**config.mk**
```make
export PLATFORM = sky130hd
export DESIGN_NAME = ifdb_top
export DESIGN_NICKNAME = d
export VERILOG_FILES = /design/src/hdl/ifdb_pkg.sv /design/src/hdl/ifdb_sync.sv /design/src/hdl/ifdb_external_interrupt_0_flag.sv /design/src/hdl/ifdb_top.sv
export VERILOG_INCLUDE_DIRS = /design/src /design/src/hdl
export SDC_FILE = /design/constraint.sdc
export NUM_CORES = 1
export LEC_CHECK = 0
export ABC_AREA = 1
export BUFFER_PORTS_ARGS = -buffer_cell sky130_fd_sc_hd__buf_4
export CORE_MARGIN = 4
export CORE_UTILIZATION = 47
export DETAILED_ROUTE_END_ITERATION = 10
export PLACE_DENSITY = 0.81
export SLEW_MARGIN = 20
export SYNTH_ARGS = -nofsm -noshare
export SYNTH_HDL_FRONTEND = slang
export SYNTH_HIERARCHICAL = 1
export SYNTH_SLANG_ARGS = --single-unit
```
**constraint.sdc**
```tcl
create_clock -name clk_sys -period 1.9 [get_ports clk_sys]
set_clock_uncertainty 0.05 [all_clocks]
set_input_delay 0.095 -clock clk_sys [delete_from_list [all_inputs] [get_ports clk_sys]]
set_output_delay 0.095 -clock clk_sys [all_outputs]
set_load 0.01 [all_outputs]
```
**src/hdl/ifdb_map.svh**
```systemverilog
// register map, field positions, reset values and fixed vectors of the
// interrupt flag and burst block; assumes a 32-bit word per register
`ifndef IFDB_MAP_SVH
`define IFDB_MAP_SVH
// ------------------------------------------------------------
// register indices; byte address is four times the index
// ------------------------------------------------------------
`define IFDB_IDX_FLAG_CLR 8'h88
`define IFDB_IDX_SW_REQ 8'h89
`define IFDB_IDX_BURST 8'h8A
`define IFDB_IDX_MODE 8'h8C
`define IFDB_IDX_STATUS 8'h90
`define IFDB_IDX_MASK 8'h91
`define IFDB_IDX_FLAGS 8'h92
// ------------------------------------------------------------
// fields and reset values
// ------------------------------------------------------------
`define IFDB_MODE_LEVEL_BIT 1
`define IFDB_MODE_FALL_BIT 2
`define IFDB_RST_4 4'h0
`define IFDB_RST_MODE 3'h0
`define IFDB_STAT_RACE_BIT 4
// ------------------------------------------------------------
// start vectors and the fallback vector
// ------------------------------------------------------------
`define IFDB_VEC_EXTERNAL_INTERRUPT_0 6'h0A
`define IFDB_VEC_RX0 6'h12
`define IFDB_VEC_RX1 6'h16
`define IFDB_VEC_DEFAULT 16'h0008
`define IFDB_VEC_BASE 24'hFFFF00
`define IFDB_RESP_OKAY 2'h0
`define IFDB_RESP_SLVERR 2'h2
`endif

```
**src/hdl/ifdb_pkg.sv**
```systemverilog
// types shared by the interrupt flag and burst block
// assumes ifdb_map.svh supplies every number
package ifdb_pkg;
  // vector answer handed to the cpu core on a vector read
  typedef struct packed {
    logic valid;
    logic [15:0] vector;
    logic [23:0] addr;
  } ifdb_vec_s;
  // per-channel dma engine feedback
  typedef struct packed {
    logic [3:0] ack;
    logic [3:0] count_zero;
  } ifdb_dma_fb_s;
  typedef enum logic [1:0] {
    IFDB_WR_IDLE = 2'b00,
    IFDB_WR_RESP = 2'b01
  } ifdb_wr_e;
endpackage

```
**src/hdl/ifdb_sync.sv**
```systemverilog
// two flip-flop synchroniser for asynchronous pin levels
// assumes the input is a slow level, not a pulse
module ifdb_sync (
  input wire logic clk_sys,
  input wire logic nrst,
  input wire logic d,
  output logic q
);
  logic meta_reg;
  logic q_reg;
  // the first stage feeds only the second
  always_ff @(posedge clk_sys or negedge nrst) begin
    if (!nrst) begin
      meta_reg <= 1'b0;
      q_reg <= 1'b0;
    end else begin
      meta_reg <= d;
      q_reg <= meta_reg;
    end
  end
  assign q = q_reg;
endmodule // ifdb_sync

```
**src/hdl/ifdb_external_interrupt_0_flag.sv**
```systemverilog
// request flip-flop of external interrupt 0 with edge and level modes
// assumes pin is already synchronised to clk_sys
module ifdb_external_interrupt_0_flag (
  input wire logic clk_sys,
  input wire logic nrst,
  input wire logic pin,
  input wire logic level_mode,
  input wire logic fall_sel,
  input wire logic clr,
  output logic req
);
  logic pin_d_reg;
  logic mode_d_reg;
  logic flag_reg;
  logic flag_next;
  wire active_level = fall_sel ? ~pin : pin;
  wire rise = pin & ~pin_d_reg;
  wire fall = ~pin & pin_d_reg;
  wire edge_hit = ~level_mode & (fall_sel ? fall : rise);
  wire to_level = level_mode & ~mode_d_reg;
  // set wins over a clear write; entering level mode clears
  always_comb begin
    flag_next = flag_reg;
    if (clr || to_level) flag_next = 1'b0;
    if (edge_hit) flag_next = 1'b1;
    if (level_mode && active_level) flag_next = 1'b1; // level set survives a return to edge
  end
  always_ff @(posedge clk_sys or negedge nrst) begin
    if (!nrst) begin
      pin_d_reg <= 1'b0;
      mode_d_reg <= 1'b0;
      flag_reg <= 1'b0;
    end else begin
      pin_d_reg <= pin;
      mode_d_reg <= level_mode;
      flag_reg <= flag_next;
    end
  end
  // level mode bypasses the flip-flop, so the request follows the active pin level
  assign req = level_mode ? active_level : flag_reg;
endmodule // ifdb_external_interrupt_0_flag

```
**src/hdl/ifdb_top.sv**
```systemverilog
// interrupt request flags and micro-dma software and burst request control
// assumes an axi4-lite master, a dma engine reporting per-channel ack and
// counter-zero pulses, and a cpu core issuing accept and vector-read pulses
`include "ifdb_map.svh"
module ifdb_top (
  input wire logic clk_sys,
  input wire logic nrst,
  input wire logic [11:0] s_axi_awaddr,
  input wire logic s_axi_awvalid,
  output logic s_axi_awready,
  input wire logic [31:0] s_axi_wdata,
  input wire logic [3:0] s_axi_wstrb,
  input wire logic s_axi_wvalid,
  output logic s_axi_wready,
  output logic [1:0] s_axi_bresp,
  output logic s_axi_bvalid,
  input wire logic s_axi_bready,
  input wire logic [11:0] s_axi_araddr,
  input wire logic s_axi_arvalid,
  output logic s_axi_arready,
  output logic [31:0] s_axi_rdata,
  output logic [1:0] s_axi_rresp,
  output logic s_axi_rvalid,
  input wire logic s_axi_rready,
  input wire logic external_interrupt_0,
  input wire logic [1:0] serial_receive_interrupt,
  input wire logic [1:0] rx_buffer_read,
  input wire ifdb_pkg::ifdb_dma_fb_s dma_fb,
  output logic [3:0] dma_req,
  output logic burst_busy,
  output logic cpu_int_req,
  input wire logic cpu_int_accept,
  input wire logic [5:0] cpu_accept_vec,
  input wire logic cpu_vec_read,
  output ifdb_pkg::ifdb_vec_s cpu_vec,
  output logic irq
);
  import ifdb_pkg::*;

  // ------------------------------------------------------------
  // register state
  // ------------------------------------------------------------
  logic [3:0] sw_req_reg;
  logic [3:0] burst_sel_reg;
  logic [2:0] mode_reg;
  logic [4:0] status_reg;
  logic [4:0] mask_reg;
  logic [1:0] rx_flag_reg;
  logic [3:0] burst_act_reg;
  logic pend_valid_reg;
  logic [5:0] pend_vec_reg;
  ifdb_vec_s cpu_vec_reg;
  ifdb_wr_e wr_state_reg;
  logic aw_got_reg;
  logic w_got_reg;
  logic [9:0] waddr_reg;
  logic [31:0] wdata_reg;
  logic [3:0] wstrb_reg;
  logic [1:0] bresp_reg;
  logic rvalid_reg;
  logic [31:0] rdata_reg;
  logic [1:0] rresp_reg;
  logic external_interrupt_0_pin;
  logic external_interrupt_0_req;

  // ------------------------------------------------------------
  // write channel: address and data taken in either order
  // ------------------------------------------------------------
  wire aw_take = s_axi_awvalid & s_axi_awready;
  wire w_take = s_axi_wvalid & s_axi_wready;
  wire wr_fire = (wr_state_reg == IFDB_WR_IDLE) & aw_got_reg & w_got_reg;
  // waddr_reg already holds the word address, so its low byte is the index
  wire [7:0] w_idx = waddr_reg[7:0];
  wire w_lane0 = wstrb_reg[0];
  wire [7:0] w_byte = wdata_reg[7:0];
  wire wr_clr = wr_fire & w_lane0 & (w_idx == `IFDB_IDX_FLAG_CLR);
  wire wr_swreq = wr_fire & w_lane0 & (w_idx == `IFDB_IDX_SW_REQ);
  wire wr_burst = wr_fire & w_lane0 & (w_idx == `IFDB_IDX_BURST);
  wire wr_mode = wr_fire & w_lane0 & (w_idx == `IFDB_IDX_MODE);
  wire wr_mask = wr_fire & w_lane0 & (w_idx == `IFDB_IDX_MASK);
  wire w_mapped = (w_idx == `IFDB_IDX_FLAG_CLR) | (w_idx == `IFDB_IDX_SW_REQ) |
                  (w_idx == `IFDB_IDX_BURST) | (w_idx == `IFDB_IDX_MODE) |
                  (w_idx == `IFDB_IDX_STATUS) | (w_idx == `IFDB_IDX_MASK) |
                  (w_idx == `IFDB_IDX_FLAGS);
  // only the external_interrupt_0 vector matches a flag here; receive vectors are ignored
  wire clr_external_interrupt_0 = wr_clr & (w_byte[5:0] == `IFDB_VEC_EXTERNAL_INTERRUPT_0);
  assign s_axi_awready = ~aw_got_reg & (wr_state_reg == IFDB_WR_IDLE);
  assign s_axi_wready = ~w_got_reg & (wr_state_reg == IFDB_WR_IDLE);
  assign s_axi_bvalid = (wr_state_reg == IFDB_WR_RESP);
  assign s_axi_bresp = bresp_reg;

  always_ff @(posedge clk_sys or negedge nrst) begin
    if (!nrst) begin
      aw_got_reg <= 1'b0;
      w_got_reg <= 1'b0;
      waddr_reg <= 10'h000;
      wdata_reg <= 32'h00000000;
      wstrb_reg <= 4'h0;
      bresp_reg <= `IFDB_RESP_OKAY;
      wr_state_reg <= IFDB_WR_IDLE;
    end else begin
      if (aw_take) waddr_reg <= s_axi_awaddr[11:2];
      if (w_take) wdata_reg <= s_axi_wdata;
      if (w_take) wstrb_reg <= s_axi_wstrb;
      case (wr_state_reg)
        IFDB_WR_IDLE: begin
          if (aw_take) aw_got_reg <= 1'b1;
          if (w_take) w_got_reg <= 1'b1;
          if (wr_fire) begin
            aw_got_reg <= 1'b0;
            w_got_reg <= 1'b0;
            bresp_reg <= w_mapped ? `IFDB_RESP_OKAY : `IFDB_RESP_SLVERR;
            wr_state_reg <= IFDB_WR_RESP;
          end
        end
        IFDB_WR_RESP: begin
          if (s_axi_bready) wr_state_reg <= IFDB_WR_IDLE;
        end
        default: wr_state_reg <= IFDB_WR_IDLE;
      endcase
    end
  end

  // ------------------------------------------------------------
  // read channel: one read at a time, data from a register
  // ------------------------------------------------------------
  wire ar_take = s_axi_arvalid & s_axi_arready;
  wire [7:0] r_idx = s_axi_araddr[11:4] == 8'h00 ? 8'h00 : s_axi_araddr[9:2];
  wire rd_status = ar_take & (r_idx == `IFDB_IDX_STATUS);
  wire [3:0] chan_pend = sw_req_reg | burst_act_reg;
  wire [31:0] r_mux =
    (r_idx == `IFDB_IDX_SW_REQ) ? {28'h0000000, chan_pend} :
    (r_idx == `IFDB_IDX_BURST) ? {28'h0000000, burst_sel_reg} :
    (r_idx == `IFDB_IDX_MODE) ? {29'h00000000, mode_reg} :
    (r_idx == `IFDB_IDX_STATUS) ? {27'h0000000, status_reg} :
    (r_idx == `IFDB_IDX_MASK) ? {27'h0000000, mask_reg} :
    (r_idx == `IFDB_IDX_FLAGS) ? {29'h00000000, rx_flag_reg, external_interrupt_0_req} : 32'h00000000;
  wire r_mapped = (r_idx == `IFDB_IDX_FLAG_CLR) | (r_idx == `IFDB_IDX_SW_REQ) |
                  (r_idx == `IFDB_IDX_BURST) | (r_idx == `IFDB_IDX_MODE) |
                  (r_idx == `IFDB_IDX_STATUS) | (r_idx == `IFDB_IDX_MASK) |
                  (r_idx == `IFDB_IDX_FLAGS);
  assign s_axi_arready = ~rvalid_reg;
  assign s_axi_rvalid = rvalid_reg;
  assign s_axi_rdata = rdata_reg;
  assign s_axi_rresp = rresp_reg;

  always_ff @(posedge clk_sys or negedge nrst) begin
    if (!nrst) begin
      rvalid_reg <= 1'b0;
      rdata_reg <= 32'h00000000;
      rresp_reg <= `IFDB_RESP_OKAY;
    end else if (ar_take) begin
      rvalid_reg <= 1'b1;
      rdata_reg <= r_mux;
      rresp_reg <= r_mapped ? `IFDB_RESP_OKAY : `IFDB_RESP_SLVERR;
    end else if (s_axi_rready) begin
      rvalid_reg <= 1'b0;
    end
  end

  // ------------------------------------------------------------
  // external interrupt 0 synchroniser and flag
  // ------------------------------------------------------------
  ifdb_sync u_external_interrupt_0_sync (
    .clk_sys(clk_sys),
    .nrst(nrst),
    .d(external_interrupt_0),
    .q(external_interrupt_0_pin)
  );
  ifdb_external_interrupt_0_flag u_external_interrupt_0 (
    .clk_sys(clk_sys),
    .nrst(nrst),
    .pin(external_interrupt_0_pin),
    .level_mode(mode_reg[`IFDB_MODE_LEVEL_BIT]),
    .fall_sel(mode_reg[`IFDB_MODE_FALL_BIT]),
    .clr(clr_external_interrupt_0),
    .req(external_interrupt_0_req)
  );

  // ------------------------------------------------------------
  // config registers and receive flags
  // ------------------------------------------------------------
  // receive flags ignore the flag-clear register entirely
  always_ff @(posedge clk_sys or negedge nrst) begin
    if (!nrst) begin
      burst_sel_reg <= `IFDB_RST_4;
      mode_reg <= `IFDB_RST_MODE;
      mask_reg <= 5'h00;
      rx_flag_reg <= 2'h0;
    end else begin
      if (wr_burst) burst_sel_reg <= w_byte[3:0];
      if (wr_mode) mode_reg <= w_byte[2:0];
      if (wr_mask) mask_reg <= w_byte[4:0];
      rx_flag_reg <= (rx_flag_reg & ~rx_buffer_read) | serial_receive_interrupt;
    end
  end

  // ------------------------------------------------------------
  // per-channel dma software request and burst hold
  // ------------------------------------------------------------
  genvar ch;
  generate
    for (ch = 0; ch < 4; ch = ch + 1) begin : g_chan
      wire start = dma_req[ch] & dma_fb.ack[ch];
      // a burst keeps the request up until the counter hits zero
      always_ff @(posedge clk_sys or negedge nrst) begin
        if (!nrst) begin
          sw_req_reg[ch] <= 1'b0;
          burst_act_reg[ch] <= 1'b0;
        end else begin
          if (start || dma_fb.count_zero[ch]) sw_req_reg[ch] <= 1'b0;
          if (wr_swreq && w_byte[ch]) sw_req_reg[ch] <= 1'b1;
          if (dma_fb.count_zero[ch]) burst_act_reg[ch] <= 1'b0;
          else if (start && burst_sel_reg[ch]) burst_act_reg[ch] <= 1'b1;
        end
      end
      assign dma_req[ch] = sw_req_reg[ch] | burst_act_reg[ch];
    end
  endgenerate
  assign burst_busy = |burst_act_reg;

  // ------------------------------------------------------------
  // cpu request, accept and vector read
  // ------------------------------------------------------------
  // requests are held back, not dropped, while any burst runs
  wire any_flag = external_interrupt_0_req | (|rx_flag_reg);
  assign cpu_int_req = any_flag & ~burst_busy;
  wire src_live = (pend_vec_reg == `IFDB_VEC_EXTERNAL_INTERRUPT_0) ? external_interrupt_0_req :
                  (pend_vec_reg == `IFDB_VEC_RX0) ? rx_flag_reg[0] :
                  (pend_vec_reg == `IFDB_VEC_RX1) ? rx_flag_reg[1] : 1'b0;
  wire race = cpu_vec_read & pend_valid_reg & ~src_live;
  wire [15:0] vec_pick = race ? `IFDB_VEC_DEFAULT : {10'h000, pend_vec_reg};
  assign cpu_vec = cpu_vec_reg;

  always_ff @(posedge clk_sys or negedge nrst) begin
    if (!nrst) begin
      pend_valid_reg <= 1'b0;
      pend_vec_reg <= 6'h00;
      cpu_vec_reg <= '0;
    end else begin
      cpu_vec_reg.valid <= cpu_vec_read & pend_valid_reg;
      if (cpu_int_accept) begin
        pend_valid_reg <= 1'b1;
        pend_vec_reg <= cpu_accept_vec;
      end else if (cpu_vec_read) begin
        pend_valid_reg <= 1'b0;
        cpu_vec_reg.vector <= vec_pick;
        cpu_vec_reg.addr <= `IFDB_VEC_BASE | {8'h00, vec_pick};
      end
    end
  end

  // ------------------------------------------------------------
  // event status, read-to-clear with set winning, and mask
  // ------------------------------------------------------------
  wire [4:0] events = {race, dma_fb.count_zero & burst_act_reg};
  always_ff @(posedge clk_sys or negedge nrst) begin
    if (!nrst) status_reg <= 5'h00;
    else status_reg <= (rd_status ? 5'h00 : status_reg) | events;
  end
  assign irq = |(status_reg & mask_reg);
endmodule // ifdb_top

```
==> flow_summary.yaml, run 1 <==
critical_path:
  rr_endpoint: "cpu_vec[5]$_DFFE_PN0P_"
  crit_chain: "inv_1 -> nand2_1 -> nand2_1 -> nand2_1 -> o21ai_2 -> inv_1 -> o21ai_2 -> nand3_1 -> o21ai_2 -> nand2_2 -> o21ai_0"
  cp.buffers_inverters: 2
  worstSetupPathType: "flip-flop to flip-flop"
  worstSetupStartpoint: "mode_reg[2]$_DFFE_PN0P_"
  required_ps: 2110
  start_kind: "flip-flop"
  slowest_delay_ps: 420
  end_kind: "flip-flop"
  path_delay_family: "compound AO/OA/AOI/OAI gates"
  worst-path-max-fanout: 5
  r2r_start: "mode_reg[2]$_DFFE_PN0P_"
  r2r_slack_ps: 160
  crit_cells: 11
  slowest_stage: "dfrtp_1"
  crit_end: "cpu_vec[5]$_DFFE_PN0P_"
  crit_arrival_ps: 1950
  reg2reg_depth: 11
yosys:
  syn_area_per_cell_um2: 8.45
  synth-main-ff-cell: "dfrtp_1"
  ys_seq_elements: 73
  syn_inst: 456
  synth_top_area_share_pct: 47.4
  yosys_warnings: 6
  ys_types: 36
  syn-cell-area_mm2: 0.00385
  synthTopCellsByArea: "dfrtp_1, buf_4, nand2_1"
  ys_seq_area_share_pct: 47.4
  yosysTopAreaCell: "dfrtp_1"
  synth_edf_count: 0
  synthArstFlopShare_pct: 100
global_routing:
  grt.total_usage_pct: 19.6
  overflow: 0
  grt_antenna_before_repair: 0
  grt_pass1_vias: 3300
  grt_max_degree: 44
  grt_pass1_wl_um: 15500
floorplan:
  initial_core_util_pct: 49.1
  core.rowCount: 32
  die_area_mm2: 0.00971
  chipWidth_um: 98.5
  dieHeight_um: 98.5
  core-area_mm2: 0.00785
  pin_count: 177
pwr:
  seqPwrFrac_pct: 46.7
  switching_power_mw: 1.49
  swShare_pct: 33.3
  p_leak_nw: 2.63
  p_int_mw: 2.98
  ir_worst_vdd_mv: 0.752
  clockPowerShare_pct: 24.6
  combPwrFrac_pct: 28.7
  p_per_area_mw_per_mm2: 880
  p_total_mw: 4.47
route:
  ant_nets: 0
  dr.first_iter.drc_count: 219
  drt-total-wl_um: 9650
  routedWlPerCell_um: 13.8
  vias: 3450
  drc: 0
  dr.pass1.iters: 6
  vias_per_cell: 4.95
cts:
  htree_levels: 3
  clk_pin_slew_ps: 70
  clk_latency_ps: 340
  cts_tree: "yes"
  cts_buffers: 9
  cts_max_path_buffers: 2
  numClockSinks: 73
  postCtsSetupRepairBufs: 0
  root_buffer: "clkbuf_8"
timing:
  finalCritPeriodShare_pct: 91.3
  rsz0062_at_grt: "false"
  max_slew_margin_pct: 62.6
  setup_viol: 0
  finalMaxSlewViolations: 0
  tightest_slew_ps: 561
  fmax_mhz: 576
  finalHoldViolCount: 0
  finalWorstSetupSlack_ps: 164
  final.setup.tns_ps: 0
  min_period_ps: 1740
  holdWs_ps: 21.2
cells_and_area:
  nNetsFinal: 678
  fin_cells: 697
  areaGrowthSynthToFinish_pct: 31.8
  n_fill_cell: 615
  drive_above_1_share_pct: 24.5
  antennaDiodeCount: 0
flow_run:
  cap_violations: 0
placement:
  dp_slack_ps: 4.82
  hpwl_um: 6860
  gp_congestion: 0.953
  port_buffers: 100
  dp.cells: 636
run_status:
  status: "completed"
worst_hold_path:
  min_path_type: "input pin to flip-flop"
how the worst min path moves through the flow:
stage / startpoint / cells past startpoint / end / slack, ps
2_1_floorplan: nrst / 0 / aw_got_reg$_DFFE_PN0P_ / -250
3_3_place_gp: nrst / 1 / pend_vec_reg[5]$_DFFE_PN0P_ / 70
3_5_place_dp: nrst / 1 / pend_vec_reg[5]$_DFFE_PN0P_ / 80
4_1_cts: cpu_int_accept / 2 / pend_vec_reg[0]$_DFFE_PN0P_ / 5
5_1_grt: cpu_int_accept / 2 / pend_vec_reg[0]$_DFFE_PN0P_ / 30
6_report: cpu_int_accept / 2 / pend_vec_reg[0]$_DFFE_PN0P_ / 20
cell usage in the layout (no fill, tap or decap), types with 2 or more instances in the layout:
cell type,n
o21ai_2,3
nor2_1,42
buf_4,102
nor3_1,2
nor3_4,3
inv_2,2
nand2_2,3
clkbuf_1,3
nand3_1,20
clkbuf_8,11
o21bai_1,3
inv_1,60
dfrtp_1,73
conb_1,41
o22ai_1,4
or2_1,2
o21ai_1,5
or2_2,3
mux2_2,6
nor2_2,2
o21ai_0,36
nand4_1,10
nand2_1,81
o32ai_1,2
a31oi_1,2
a21oi_1,15
dlygate4sd3_1,45
synth_stat cells (3+ instances only):
| library cell | number |
|---|---|
| dfrtp_1 | 73 |
| buf_4 | 62 |
| nand3_1 | 20 |
| o21ai_1 | 4 |
| a21oi_1 | 15 |
| o21ai_0 | 40 |
| mux2_2 | 6 |
| o21bai_1 | 3 |
| nor2_1 | 42 |
| nand4_1 | 10 |
| o22ai_1 | 4 |
| nand2_1 | 82 |
| or2_2 | 3 |
| nor3_4 | 3 |
| inv_1 | 60 |
kinds of logic after synthesis:
logic type             after synthesis  synth area share (%)
buffers and inverters              127                  18.4
AO/OA/AOI/OAI                       72                  10.3
flip-flops                          73                  47.4
other                                1                0.0973
AND/OR/NAND/NOR                    176                  21.6
multiplexers                         7                  2.14
metrics by stage:
stage | instance area (µm²) | utilization, %
6_report | 5080 | 64.7
4_1_cts | 5060 | 64.5
2_1_floorplan | 4000 | -
3_3_place_gp | 4440 | 56.6
5_1_grt | 5080 | 64.7
3_5_place_dp | 4440 | 56.6
worst reg2reg max path, cell delays in order, from the launching register on:
cell	delay, ps
dfrtp_1	420
inv_1	70
nand2_1	60
nand2_1	60
nand2_1	80
o21ai_2	100
inv_1	100
o21ai_2	140
nand3_1	130
o21ai_2	180
nand2_2	110
o21ai_0	170
per-layer routing:
layer	vias up	part of all wire (%)	GRT usage, %	wire length, µm
li1	1629	-	-	-
met1	1634	39	24.0	3790
met2	167	51	33.9	4890
met3	20	8.1	4.25	782
met4	0	1.9	7.35	186
met5	-	0	0	0
final cells by class:
cell class | count | area [µm²] | area share, %
clock buffers | 14 | 163 | 3.20
flip-flops and latches | 73 | 1830 | 36.0
clock inverters | 2 | 12.5 | 0.246
multi-input cells | 296 | 1480 | 29.1
repair buffers | 148 | 1240 | 24.3
well taps | 102 | 128 | 2.51
inverters | 62 | 233 | 4.58
power groups by stage:
stage	clock, mW	combinational, mW	sequential [mW]
floorplan	0	0.790	2.08
finish	1.10	1.28	2.09
detailed placement	0	1.20	2.11
global route	1.17	1.43	2.12
CTS	1.12	1.27	2.08
global placement	0	1.16	2.09
repair_timing:
item / CTS / global route
setup endpoints to repair: 3 / 8
resized for setup: 1 / 7
endpoints found under the hold margin: 80 / 0
hold buffers: 45 / 0
pin swaps: 0 / 0
Power figures use the tool's default switching activity.
==> run 2: changes to the inputs <==
--- a/config.mk
+++ b/config.mk
@@ -8,6 +8,8 @@
 export LEC_CHECK = 0
 export ABC_AREA = 1
 export BUFFER_PORTS_ARGS = -buffer_cell sky130_fd_sc_hd__buf_4
+export CAP_MARGIN = 40
+export CORE_ASPECT_RATIO = 1.75
 export CORE_MARGIN = 4
 export CORE_UTILIZATION = 47
 export DETAILED_ROUTE_END_ITERATION = 10
==> run 2 against run 1 <==
Net effect:
- power up 13%
- clock power up 52%
- critical path type unchanged
- first-iteration DRC count down 23%
- cell count down 2.4%
- sequential cell count unchanged
- via count down 2.7%
- clock-buffer cell count down 2
- utilization down 0.071 points
==> flow_summary.yaml, run 2 (synthesized netlist as in run 1, its figures left out) <==
timing:
  finalCritPeriodShare_pct: 90.8
  fmax_mhz: 580
  finalHoldViolCount: 0
  rsz0062_at_grt: "false"
  setup_viol: 0
  finalMaxSlewViolations: 0
  min_period_ps: 1730
  final.setup.tns_ps: 0
cts:
  numClockSinks: 73
  postCtsSetupRepairBufs: 0
  htree_levels: 3
  clk_pin_slew_ps: 50
  root_buffer: "clkbuf_16"
  clk_latency_ps: 330
  cts_max_path_buffers: 2
  cts_tree: "yes"
  cts_buffers: 9
critical_path:
  end_kind: "flip-flop"
  cp.buffers_inverters: 0
  crit_cells: 5
  r2r_slack_ps: 170
  crit_chain: "nor3_4 -> nand2_2 -> nor3_4 -> nand2_4 -> mux2_4"
  required_ps: 2070
  crit_arrival_ps: 1890
  r2r_start: "wr_state_reg[0]$_DFFE_PN0P_"
  rr_endpoint: "mask_reg[4]$_DFFE_PN0P_"
  path_common_cell: "nor3_4"
  worst-path-max-fanout: 9
  start_kind: "flip-flop"
  worstSetupPathType: "flip-flop to flip-flop"
  path_delay_family: "simple AND/OR/NAND/NOR gates"
  slowest_delay_ps: 440
  reg2reg_depth: 5
  slowest_stage: "dfrtp_1"
route:
  dr.pass1.iters: 5
  dr.first_iter.drc_count: 169
  vias_per_cell: 4.94
  drc: 0
  routedWlPerCell_um: 14.3
  drt-total-wl_um: 9690
  ant_nets: 0
  vias: 3357
cells_and_area:
  final_area_mm2: 0.00515
  nNetsFinal: 674
  multi_input_area_mm2: 0.00148
  mostFrequentLayoutCells: "buf_4, nand2_1, dfrtp_1"
  regArea_mm2: 0.00183
  n_fill_cell: 616
  areaGrowthSynthToFinish_pct: 33.6
  drive_above_1_share_pct: 24.9
  final_common_cell: "buf_4"
  antennaDiodeCount: 0
global_routing:
  grt.busiest_layer: "met2"
  overflow: 0
  grt_max_degree: 54
  grt_pass1_wl_um: 15800
  grt_antenna_before_repair: 0
  grt_pass1_vias: 3441
  met2_usage_pct: 38.8
  grt.total_usage_pct: 20.5
  use_met3_pct: 6.19
  grt_util_met1_pct: 19.8
worst_hold_path:
  min_path_type: "input pin to flip-flop"
  hold_depth: 2
  hold_start: "cpu_int_accept"
  hold_end: "pend_vec_reg[1]$_DFFE_PN0P_"
floorplan:
  dieHeight_um: 128
  chipWidth_um: 76.4
  core.rowCount: 43
  initial_core_util_pct: 48.4
  pin_count: 177
  core-area_mm2: 0.00796
  die_area_mm2: 0.00977
pwr:
  ir_worst_vdd_mv: 1.04
  p_leak_nw: 2.67
  seqPwrFrac_pct: 41.3
  combPwrFrac_pct: 25.6
  p_int_mw: 3.49
  p_total_mw: 5.06
  swShare_pct: 31.0
  clockPowerShare_pct: 33.1
  switching_power_mw: 1.57
  p_per_area_mw_per_mm2: 983
run_status:
  status: "completed"
placement:
  port_buffers: 100
  hpwl_um: 6900
  post_dp_cell_area_mm2: 0.00442
  gp_congestion: 0.917
flow_run:
  cap_violations: 0
==> run 2: cell count changes in the layout (fill, tap and decap cells not counted), sizes merged <==
cell and change:
dlygate4sd3 -4, bufinv +1, clkbuf -2, clkinvlp -1, clkinv +1
==> run 2: worst register-to-register path: cells and delay by family, from the launching register on <==
kind | cells | cell delay (ps)
simple gates | 4 | 790
flops | 1 | 440
mux | 1 | 320
==> run 2: power by group through the flow <==
| stage | clock network, mW | logic, mW | registers (mW) |
|---|---|---|---|
| floorplan | 0 | 0.790 | 2.08 |
| global placement | 0 | 1.15 | 2.09 |
| detailed placement | 0 | 1.19 | 2.11 |
| CTS | 1.70 | 1.27 | 2.09 |
| global route | 1.77 | 1.42 | 2.13 |
| finish | 1.67 | 1.29 | 2.09 |
==> run 2: stage by stage <==
| stage | util, % | hold slack (ps) | instances | worst slack, ps |
|---|---|---|---|---|
| floorplan | - | -251 | 496 | 336 |
| global placement | 55.5 | -57.1 | 624 | 161 |
| detailed placement | 55.5 | -48.6 | 624 | 75.5 |
| CTS | 64.4 | 2.49 | 680 | 53.4 |
| global route | 64.6 | 37.3 | 680 | 3.94 |
| finish | 64.6 | 21.8 | 680 | 175 |
==> run 2: area by class of cell <==
type | instances | area share, %
clock buffers | 12 | 4.98
clock inverters | 3 | 0.778
inverters | 62 | 4.52
multi-input cells | 296 | 28.8
flip-flops and latches | 73 | 35.5
well taps | 90 | 2.19
repair buffers | 144 | 23.2
==> run 2: worst max path at each step <==
stage,start,to,slack [ps]
floorplan,wr_state_reg[0]$_DFFE_PN0P_,mask_reg[4]$_DFFE_PN0P_,340
global placement,mode_reg[2]$_DFFE_PN0P_,cpu_vec[28]$_DFFE_PN0P_,160
detailed placement,mode_reg[2]$_DFFE_PN0P_,cpu_vec[24]$_DFFE_PN0P_,80
CTS,mode_reg[2]$_DFFE_PN0P_,cpu_vec[24]$_DFFE_PN0P_,50
global route,mode_reg[2]$_DFFE_PN0P_,cpu_vec[25]$_DFFE_PN0P_,4
finish,wr_state_reg[0]$_DFFE_PN0P_,mask_reg[4]$_DFFE_PN0P_,170
==> run 2: what timing repair did <==
item                                   in CTS  in global routing
hold buffers                               41                  0
endpoints found under the hold margin     111                  0
resized for setup                           0                  7
setup endpoints to repair                   0                  8
==> run 2: layer usage <==
metal  part of all wire, %  routed length (µm)
met2                    54                5270
met4                   3.9                 376
met1                    34                3330
met3                   7.4                 719
met5                     0                   0
